===== config.mk =====
export PLATFORM = sky130hd
export DESIGN_NAME = ppc_top
export DESIGN_NICKNAME = d
export VERILOG_FILES = /design/src/core/ppc_pkg.sv /design/src/core/ppc_cfg_if.sv /design/src/core/ppc_ctl_reg.sv /design/src/core/ppc_pad_ctl.sv /design/src/core/ppc_top.sv
export SDC_FILE = /design/constraint.sdc
export NUM_CORES = 1
export LEC_CHECK = 0
export ABC_AREA = 1
export ABC_CLOCK_PERIOD_IN_PS = 2250
export BUFFER_PORTS_ARGS = -buffer_cell sky130_fd_sc_hd__buf_4
export CORE_UTILIZATION = 30
export CTS_BUF_LIST = sky130_fd_sc_hd__clkbuf_4 sky130_fd_sc_hd__clkbuf_8
export CTS_CLUSTER_DIAMETER = 50
export DETAILED_ROUTE_END_ITERATION = 7
export GPL_TIMING_DRIVEN = 0
export SYNTH_ARGS = -nofsm -noshare
export SYNTH_HDL_FRONTEND = slang
export SYNTH_SLANG_ARGS = --single-unit

===== constraint.sdc =====
create_clock -name clk_i -period 2.25 [get_ports clk_i]
set_input_delay 0.45 -clock clk_i [delete_from_list [all_inputs] [get_ports clk_i]]
set_output_delay 0.45 -clock clk_i [all_outputs]
set_load 0.1 [all_outputs]

===== src/core/ppc_pkg.sv =====
// Constants and types shared by the port pad control block
package ppc_pkg;

	// ==========================================================
	// Widths
	localparam int PIN_W = 6;
	localparam int DATA_W = 32;
	localparam int ADDR_W = 12;

	// ==========================================================
	// Register byte offsets
	localparam logic [ADDR_W-1:0] OFS_PULLUP = 12'h000;
	localparam logic [ADDR_W-1:0] OFS_SLEW = 12'h004;
	localparam logic [ADDR_W-1:0] OFS_DRIVE = 12'h008;
	localparam logic [ADDR_W-1:0] OFS_DIR = 12'h00c;

	// ==========================================================
	// Special pins
	localparam int IN_ONLY_PIN = 5;
	localparam int OUT_ONLY_PIN = 4;

	// ==========================================================
	// Reset values and storage masks
	localparam logic [PIN_W-1:0] CTL_RST = 6'h00;
	localparam logic [PIN_W-1:0] MASK_ALL = 6'h3f;
	localparam logic [PIN_W-1:0] MASK_DIR = 6'h1f;
	localparam logic [PIN_W-1:0] PINS_OFF = 6'h00;

	// ==========================================================
	// Bus slave states
	typedef enum logic {
		PPC_BUS_IDLE,
		PPC_BUS_ANSWER
	} ppc_bus_e;

endpackage : ppc_pkg


===== src/core/ppc_cfg_if.sv =====
// Control bits passed from the register file to the pad logic
`timescale 1ns/1ns
interface ppc_cfg_if;
	logic [ppc_pkg::PIN_W-1:0] pullup_enable_bits;
	logic [ppc_pkg::PIN_W-1:0] slew_enable_bits;
	logic [ppc_pkg::PIN_W-1:0] drive_select_bits;
	logic [ppc_pkg::PIN_W-1:0] direction_bits;

	modport src (
		output pullup_enable_bits,
		output slew_enable_bits,
		output drive_select_bits,
		output direction_bits
	);

	modport dst (
		input pullup_enable_bits,
		input slew_enable_bits,
		input drive_select_bits,
		input direction_bits
	);
endinterface : ppc_cfg_if


===== src/core/ppc_ctl_reg.sv =====
// One six-bit software control register with a storage mask
`timescale 1ns/1ns
module ppc_ctl_reg #(
	parameter logic [ppc_pkg::PIN_W-1:0] MASK = ppc_pkg::MASK_ALL
) (
	input wire logic clk_i,
	input wire logic nrst_i,
	input wire logic ce_i,
	input wire logic wr_i,
	input wire logic [ppc_pkg::PIN_W-1:0] wdata_i,
	output logic [ppc_pkg::PIN_W-1:0] q_o
);

	// ==========================================================
	// Storage
	always_ff @(posedge clk_i or negedge nrst_i) begin
		if (!nrst_i) begin
			q_o <= ppc_pkg::CTL_RST;
		end else if (ce_i && wr_i) begin
			q_o <= wdata_i & MASK;
		end
	end

endmodule : ppc_ctl_reg


===== src/core/ppc_pad_ctl.sv =====
// Per-pin effective pad controls, registered
`timescale 1ns/1ns
module ppc_pad_ctl (
	input wire logic clk_i,
	input wire logic nrst_i,
	input wire logic ce_i,
	ppc_cfg_if.dst cfg,
	input wire logic [ppc_pkg::PIN_W-1:0] periph_out_en_i,
	input wire logic [ppc_pkg::PIN_W-1:0] analog_en_i,
	output logic [ppc_pkg::PIN_W-1:0] pad_pullup_o,
	output logic [ppc_pkg::PIN_W-1:0] pad_slew_o,
	output logic [ppc_pkg::PIN_W-1:0] pad_drive_hi_o,
	output logic [ppc_pkg::PIN_W-1:0] pad_drv_en_o
);

	// ==========================================================
	// Output driver decision for one pin
	function automatic logic drives_out(
		input int n,
		input logic dir,
		input logic per,
		input logic ana
	);
		logic r;
		r = dir | per;
		if (n == ppc_pkg::OUT_ONLY_PIN) begin
			r = per;
		end
		if (n == ppc_pkg::IN_ONLY_PIN) begin
			r = 1'b0;
		end
		if (ana) begin
			r = 1'b0;
		end
		return r;
	endfunction : drives_out

	// ==========================================================
	// Pin slices
	for (genvar n = 0; n < ppc_pkg::PIN_W; n++) begin : g_pin
		logic out_w;
		logic pu_ok_w;
		assign out_w = drives_out(n, cfg.direction_bits[n],
			periph_out_en_i[n], analog_en_i[n]);
		assign pu_ok_w = (n != ppc_pkg::OUT_ONLY_PIN);

		always_ff @(posedge clk_i or negedge nrst_i) begin
			if (!nrst_i) begin
				pad_drv_en_o[n] <= 1'b0;
				pad_pullup_o[n] <= 1'b0;
				pad_slew_o[n] <= 1'b0;
				pad_drive_hi_o[n] <= 1'b0;
			end else if (ce_i) begin
				pad_drv_en_o[n] <= out_w;
				pad_pullup_o[n] <= cfg.pullup_enable_bits[n] & ~out_w
					& ~analog_en_i[n] & pu_ok_w;
				pad_slew_o[n] <= cfg.slew_enable_bits[n] & out_w;
				pad_drive_hi_o[n] <= cfg.drive_select_bits[n]
					& out_w;
			end
		end
	end

endmodule : ppc_pad_ctl


===== src/core/ppc_top.sv =====
// Port pad control: APB register file and pad control outputs
//
// Functional notes
// Pad control registers act independently of data and direction storage.
// Every one of six pins has its own pullup enable bit.
// Pullup enable 0 keeps pullup off; 1 turns it on unless overridden.
// Pullup forced off while pin driven by direction bit or peripheral.
// Pullup forced off while an analog function owns the pin.
// Slew bit set limits transition rate of an output pin.
// Slew bit has no effect on an input pin.
// Drive select bit picks low or high drive per pin.
// Drive select bit has no effect on an input pin.
// Input-only pin ignores its direction bit, which always reads zero.
// Output-only pin ignores its direction bit.
// Output-only pin ignores its pullup enable bit.
// Input-only pin ignores its slew bit.
// Input-only pin ignores its drive select bit.
// After reset all pins are inputs with pullups off.
// Direction 1 enables output driver; direction 0 leaves an input.
// Reset clears control bits; upper two bits read zero, ignore writes.
//
// Register access over APB and the placing of the registers are this design's own decisions.
`timescale 1ns/1ns
module ppc_top (
	input wire logic clk_i,
	input wire logic nrst_i,
	input wire logic ce_i,
	input wire logic psel_i,
	input wire logic penable_i,
	input wire logic pwrite_i,
	input wire logic [ppc_pkg::ADDR_W-1:0] paddr_i,
	input wire logic [ppc_pkg::DATA_W-1:0] pwdata_i,
	input wire logic [3:0] pstrb_i,
	output logic [ppc_pkg::DATA_W-1:0] prdata_o,
	output logic pready_o,
	output logic pslverr_o,
	input wire logic [ppc_pkg::PIN_W-1:0] periph_out_en_i,
	input wire logic [ppc_pkg::PIN_W-1:0] analog_en_i,
	output logic [ppc_pkg::PIN_W-1:0] pad_pullup_o,
	output logic [ppc_pkg::PIN_W-1:0] pad_slew_o,
	output logic [ppc_pkg::PIN_W-1:0] pad_drive_hi_o,
	output logic [ppc_pkg::PIN_W-1:0] pad_drv_en_o
);

	// ==========================================================
	// Address decode
	function automatic logic reg_hit(
		input logic [ppc_pkg::ADDR_W-1:0] addr,
		input logic [ppc_pkg::ADDR_W-1:0] ofs
	);
		return addr == ofs;
	endfunction : reg_hit

	ppc_cfg_if cfg ();

	ppc_pkg::ppc_bus_e state_q;
	logic pready_q;
	logic [ppc_pkg::DATA_W-1:0] prdata_q;
	logic pslverr_q;
	logic access_w;
	logic done_w;
	logic wr_ok_w;
	logic hit_pu_w;
	logic hit_se_w;
	logic hit_ds_w;
	logic hit_dir_w;
	logic mapped_w;
	logic [ppc_pkg::PIN_W-1:0] wbits_w;
	logic [ppc_pkg::DATA_W-1:0] rd_data_w;

	assign access_w = psel_i & penable_i;
	assign done_w = access_w & pready_q;
	assign wr_ok_w = done_w & pwrite_i & pstrb_i[0] & ~pslverr_q;
	assign hit_pu_w = reg_hit(paddr_i, ppc_pkg::OFS_PULLUP);
	assign hit_se_w = reg_hit(paddr_i, ppc_pkg::OFS_SLEW);
	assign hit_ds_w = reg_hit(paddr_i, ppc_pkg::OFS_DRIVE);
	assign hit_dir_w = reg_hit(paddr_i, ppc_pkg::OFS_DIR);
	assign mapped_w = hit_pu_w | hit_se_w | hit_ds_w | hit_dir_w;
	assign wbits_w = pwdata_i[ppc_pkg::PIN_W-1:0];

	// ==========================================================
	// Bus slave: one wait state, answer then release
	always_ff @(posedge clk_i or negedge nrst_i) begin
		if (!nrst_i) begin
			state_q <= ppc_pkg::PPC_BUS_IDLE;
			pready_q <= 1'b0;
		end else if (ce_i) begin
			unique case (state_q)
				ppc_pkg::PPC_BUS_IDLE: begin
					if (access_w) begin
						state_q <= ppc_pkg::PPC_BUS_ANSWER;
						pready_q <= 1'b1;
					end
				end
				ppc_pkg::PPC_BUS_ANSWER: begin
					state_q <= ppc_pkg::PPC_BUS_IDLE;
					pready_q <= 1'b0;
				end
			endcase
		end
	end

	// Read data and error captured as the answer is raised
	always_ff @(posedge clk_i or negedge nrst_i) begin
		if (!nrst_i) begin
			prdata_q <= '0;
			pslverr_q <= 1'b0;
		end else if (ce_i) begin
			if (state_q == ppc_pkg::PPC_BUS_IDLE && access_w) begin
				prdata_q <= pwrite_i ? '0 : rd_data_w;
				pslverr_q <= ~mapped_w;
			end else begin
				prdata_q <= '0;
				pslverr_q <= 1'b0;
			end
		end
	end

	// Read mux, upper bits zero
	always_comb begin
		rd_data_w = '0;
		if (hit_pu_w) begin
			rd_data_w[ppc_pkg::PIN_W-1:0] = cfg.pullup_enable_bits;
		end else if (hit_se_w) begin
			rd_data_w[ppc_pkg::PIN_W-1:0] = cfg.slew_enable_bits;
		end else if (hit_ds_w) begin
			rd_data_w[ppc_pkg::PIN_W-1:0] = cfg.drive_select_bits;
		end else if (hit_dir_w) begin
			rd_data_w[ppc_pkg::PIN_W-1:0] = cfg.direction_bits;
		end
	end

	assign prdata_o = prdata_q;
	assign pready_o = pready_q;
	assign pslverr_o = pslverr_q;

	// ==========================================================
	// Control registers, each written only by its own offset
	ppc_ctl_reg #(.MASK(ppc_pkg::MASK_ALL)) u_pullup (
		.clk_i(clk_i),
		.nrst_i(nrst_i),
		.ce_i(ce_i),
		.wr_i(wr_ok_w & hit_pu_w),
		.wdata_i(wbits_w),
		.q_o(cfg.pullup_enable_bits)
	);

	ppc_ctl_reg #(.MASK(ppc_pkg::MASK_ALL)) u_slew (
		.clk_i(clk_i),
		.nrst_i(nrst_i),
		.ce_i(ce_i),
		.wr_i(wr_ok_w & hit_se_w),
		.wdata_i(wbits_w),
		.q_o(cfg.slew_enable_bits)
	);

	ppc_ctl_reg #(.MASK(ppc_pkg::MASK_ALL)) u_drive (
		.clk_i(clk_i),
		.nrst_i(nrst_i),
		.ce_i(ce_i),
		.wr_i(wr_ok_w & hit_ds_w),
		.wdata_i(wbits_w),
		.q_o(cfg.drive_select_bits)
	);

	// Input-only direction bit is not stored, so it reads zero
	ppc_ctl_reg #(.MASK(ppc_pkg::MASK_DIR)) u_dir (
		.clk_i(clk_i),
		.nrst_i(nrst_i),
		.ce_i(ce_i),
		.wr_i(wr_ok_w & hit_dir_w),
		.wdata_i(wbits_w),
		.q_o(cfg.direction_bits)
	);

	// ==========================================================
	// Pad logic
	ppc_pad_ctl u_pad (
		.clk_i(clk_i),
		.nrst_i(nrst_i),
		.ce_i(ce_i),
		.cfg(cfg),
		.periph_out_en_i(periph_out_en_i),
		.analog_en_i(analog_en_i),
		.pad_pullup_o(pad_pullup_o),
		.pad_slew_o(pad_slew_o),
		.pad_drive_hi_o(pad_drive_hi_o),
		.pad_drv_en_o(pad_drv_en_o)
	);
endmodule : ppc_top


==> impl_metrics.toml <==
[final_layout]
drive_gt1_frac = 0.293
seq_area_um2 = 1300
final_cells = 538
utilization = 0.404
multi_input_area_um2 = 1030
stdcell_area_um2 = 3520
nFillCells = 890
n_antenna_cell = 0
fin_nets = 497
areaGrowthSynthToFinish_pct = 30.1

[sta]
period_share = 0.682
worstMarginPinSlew_ns = 0.671
period_needed_ns = 1.53
skew_ns = 0.00578
finalHoldViolCount = 0
slew_headroom = 0.553
setup_viol_count_final = 0
rsz0062_at_grt = "false"
fin_setup_tns_ns = 0
fmax_ghz = 0.652
drv_slew = 0

[clock_network]
cts-htree-levels = 2
clk_latency_ns = 0.30
cts_root_buffer = "clkbuf_8"
clock_sinks = 52
cts_hold_buf = 0
cts_tree = "yes"
cts-buffers-inserted = 5
cts.clk_slew.worst_paths_ns = 0.09
cts_resized = 0
cts_buffer_depth = 2
cts_setup_buffers = 0

[detailed_routing]
drt-initial-drc-count = 175
vias = 2287
routed_wl_um = 6400
drc = 0
drtAntennaViolNets = 0
via_per_inst = 4.25
drtPass1Iterations = 4
wl_per_cell_um = 11.9

[placed_design]
port-buffer-count = 63
dp_hpwl_um = 4930
placedCellCount = 532
placed_area_um2 = 3420
gp_congestion = 0.814

[power_and_ir_drop]
power_frac_seq = 0.424
pwr-share-clk = 0.261
p_comb_frac = 0.315
netSwitchingFraction = 0.388
switching_power_uw = 917
p_int_uw = 1440
irDropWorstVdd_mv = 0.219
powerDensity_nw_per_um2 = 670
p_leak_uw = 0.00189

[synth]
syn-cell-area_um2 = 2710
ys_seq_elements = 52
synth_seq_area_share = 0.481
yosys_warnings = 0
avgSynthCellArea_um2 = 8.16
synth_cells = 332
synth.distinct_cells = 27

[floorplanning]
fp.dieW_um = 97
core_um2 = 8720
rows = 34
die_area_um2 = 9410
die_h_um = 97
start_util = 0.310
pin_count = 124

[setup_path]
path_class = "primary input to flop"
path_max_fanout = 10
startpoint_type = "primary input"
r2r_slack_ns = 0.77
worstPathRequired_ns = 2.44
crit_arrival_ns = 1.72
cp-end-kind = "flop"

[run_status]
status = "finished, final reports clean"

[run]
cap_violations = 0

[global_route]
antenna_found_initial = 0
grt_max_degree = 53
grtUsageTotal = 0.139
grt_overflow = 0
grt_pass1_wl_um = 10600
first_global_vias = 2116

[min_path]
hold_path.class = "primary input to async pin"
-- layout make-up --
cell class | instances | share of cell area
Sequential cell | 52 | 0.369
Tap cell | 108 | 0.0384
Clock inverter | 1 | 0.00852
Timing Repair Buffer | 63 | 0.134
Clock buffer | 5 | 0.0195
Inverter | 58 | 0.0618
Buffer | 39 | 0.0763
Multi-Input combinational cell | 212 | 0.292
-- power by group through the flow --
stage	registers, uW	logic [uW]	clock network, uW
finish	1000	744	617
global route	1010	775	664
CTS	1000	748	628
detailed placement	1020	748	0
global placement	1020	743	0
floorplan	1270	335	0
-- per-layer routing --
| metal | routed length, um | part of all wire | up-vias | global-route usage |
|---|---|---|---|---|
| li1 | - | - | 1176 | - |
| met4 | 42 | 0.0066 | 0 | 0.0299 |
| met3 | 297 | 0.046 | 5 | 0.0267 |
| met2 | 3120 | 0.49 | 58 | 0.233 |
| met1 | 2940 | 0.46 | 1048 | 0.185 |
| met5 | 0 | 0 | - | 0 |
-- cell families (layout without fill, tap and decap cells) --
family / Yosys count / after routing / synth area share
other cells: 1 / 30 / 0.00138
buf+inv: 97 / 166 / 0.180
compound gates: 52 / 52 / 0.107
flops: 52 / 52 / 0.481
simple gates: 130 / 130 / 0.231
-- through the flow --
step                      worst slack, ns  hold WS, ns  power (uW)
after CTS                           0.722        0.209        2380
after global routing                0.571        0.221        2450
after global placement              0.399        0.466        1760
after floorplan                     0.286        0.154        1600
after detailed placement            0.404        0.470        1770
final                               0.716        0.171        2360
-- worst max-delay path, cell delays in order --
cell	delay [ns]
buf_4	0.11
inv_2	0.04
nand2_2	0.11
nor3_2	0.47
nand3_2	0.18
buf_2	0.23
nand2_1	0.07
o21ai_1	0.05
-- worst paths after layout --
path / from / to / cells past startpoint
setup / recovery: paddr_i[0] / u_pullup.q_o[2]$_DFFE_PN0P_ / 8
hold / removal: nrst_i / u_slew.q_o[5]$_DFFE_PN0P_ / 1
setup reg to reg: pslverr_o$_DFFE_PN0P_ / u_slew.q_o[2]$_DFFE_PN0P_ / 7
hold reg to reg: u_pad.pad_drv_en_o[3]$_DFFE_PN0P_ / u_pad.pad_drv_en_o[3]$_DFFE_PN0P_ / 2
max in group asynchronous: nrst_i / u_pullup.q_o[2]$_DFFE_PN0P_ / 1
min in group clk_i: analog_en_i[5] / u_pad.pad_pullup_o[5]$_DFFE_PN0P_ / 2
-- state kept, by name, indices dropped and copies added (netlist names) --
signal and cells:
u_pad.pad_drv_en_o 5, state_q 1, u_pad.pad_pullup_o 5, u_pullup.q_o 6
u_dir.q_o 5, u_pad.pad_slew_o 5, pready_o 1, u_drive.q_o 6
u_pad.pad_drive_hi_o 5, u_slew.q_o 6, pslverr_o 1, prdata_o 6
-- synthesized netlist by cell type --
| cell type | count | share of area |
|---|---|---|
| inv_1 | 53 | 0.073 |
| a21oi_1 | 3 | 0.0055 |
| nand3_2 | 3 | 0.011 |
| nor3_2 | 1 | 0.0037 |
| o21ai_0 | 12 | 0.022 |
| nand2_2 | 1 | 0.0023 |
| a21oi_2 | 2 | 0.0065 |
| inv_2 | 5 | 0.0069 |
| nor2_1 | 10 | 0.014 |
| o31ai_1 | 1 | 0.0028 |
| nand2_1 | 76 | 0.11 |
| clkbuf_1 | 3 | 0.0042 |
| buf_4 | 31 | 0.086 |
| nor2_4 | 1 | 0.0042 |
| buf_2 | 5 | 0.0092 |
| nor3_4 | 2 | 0.012 |
| nand4_1 | 3 | 0.0069 |
| nand3_4 | 1 | 0.0065 |
| o211ai_1 | 6 | 0.017 |
| nand3_1 | 23 | 0.043 |
| nand3b_1 | 4 | 0.011 |
| conb_1 | 1 | 0.0014 |
| nor2_2 | 2 | 0.0046 |
| a32o_1 | 1 | 0.0037 |
| or2_2 | 3 | 0.0069 |
| dfrtp_1 | 52 | 0.48 |
| o21ai_1 | 27 | 0.050 |
-- placed cells by master (no fill, tap or decap), drive strengths merged --
| cell type | synthesis | layout |
|---|---|---|
| bufinv | 0 | 1 |
| nor3 | 3 | 3 |
| or2 | 3 | 3 |
| buf | 36 | 99 |
| nand2 | 77 | 77 |
| inv | 58 | 58 |
| conb | 1 | 30 |
| nand4 | 3 | 3 |
| nor2 | 13 | 13 |
| nand3b | 4 | 4 |
| o21ai | 39 | 39 |
| o211ai | 6 | 6 |
| nand3 | 27 | 27 |
| o31ai | 1 | 1 |
| a32o | 1 | 1 |
| dfrtp | 52 | 52 |
| clkbuf | 3 | 8 |
| a21oi | 5 | 5 |
Note: power is estimated with default switching activity, not from simulation.
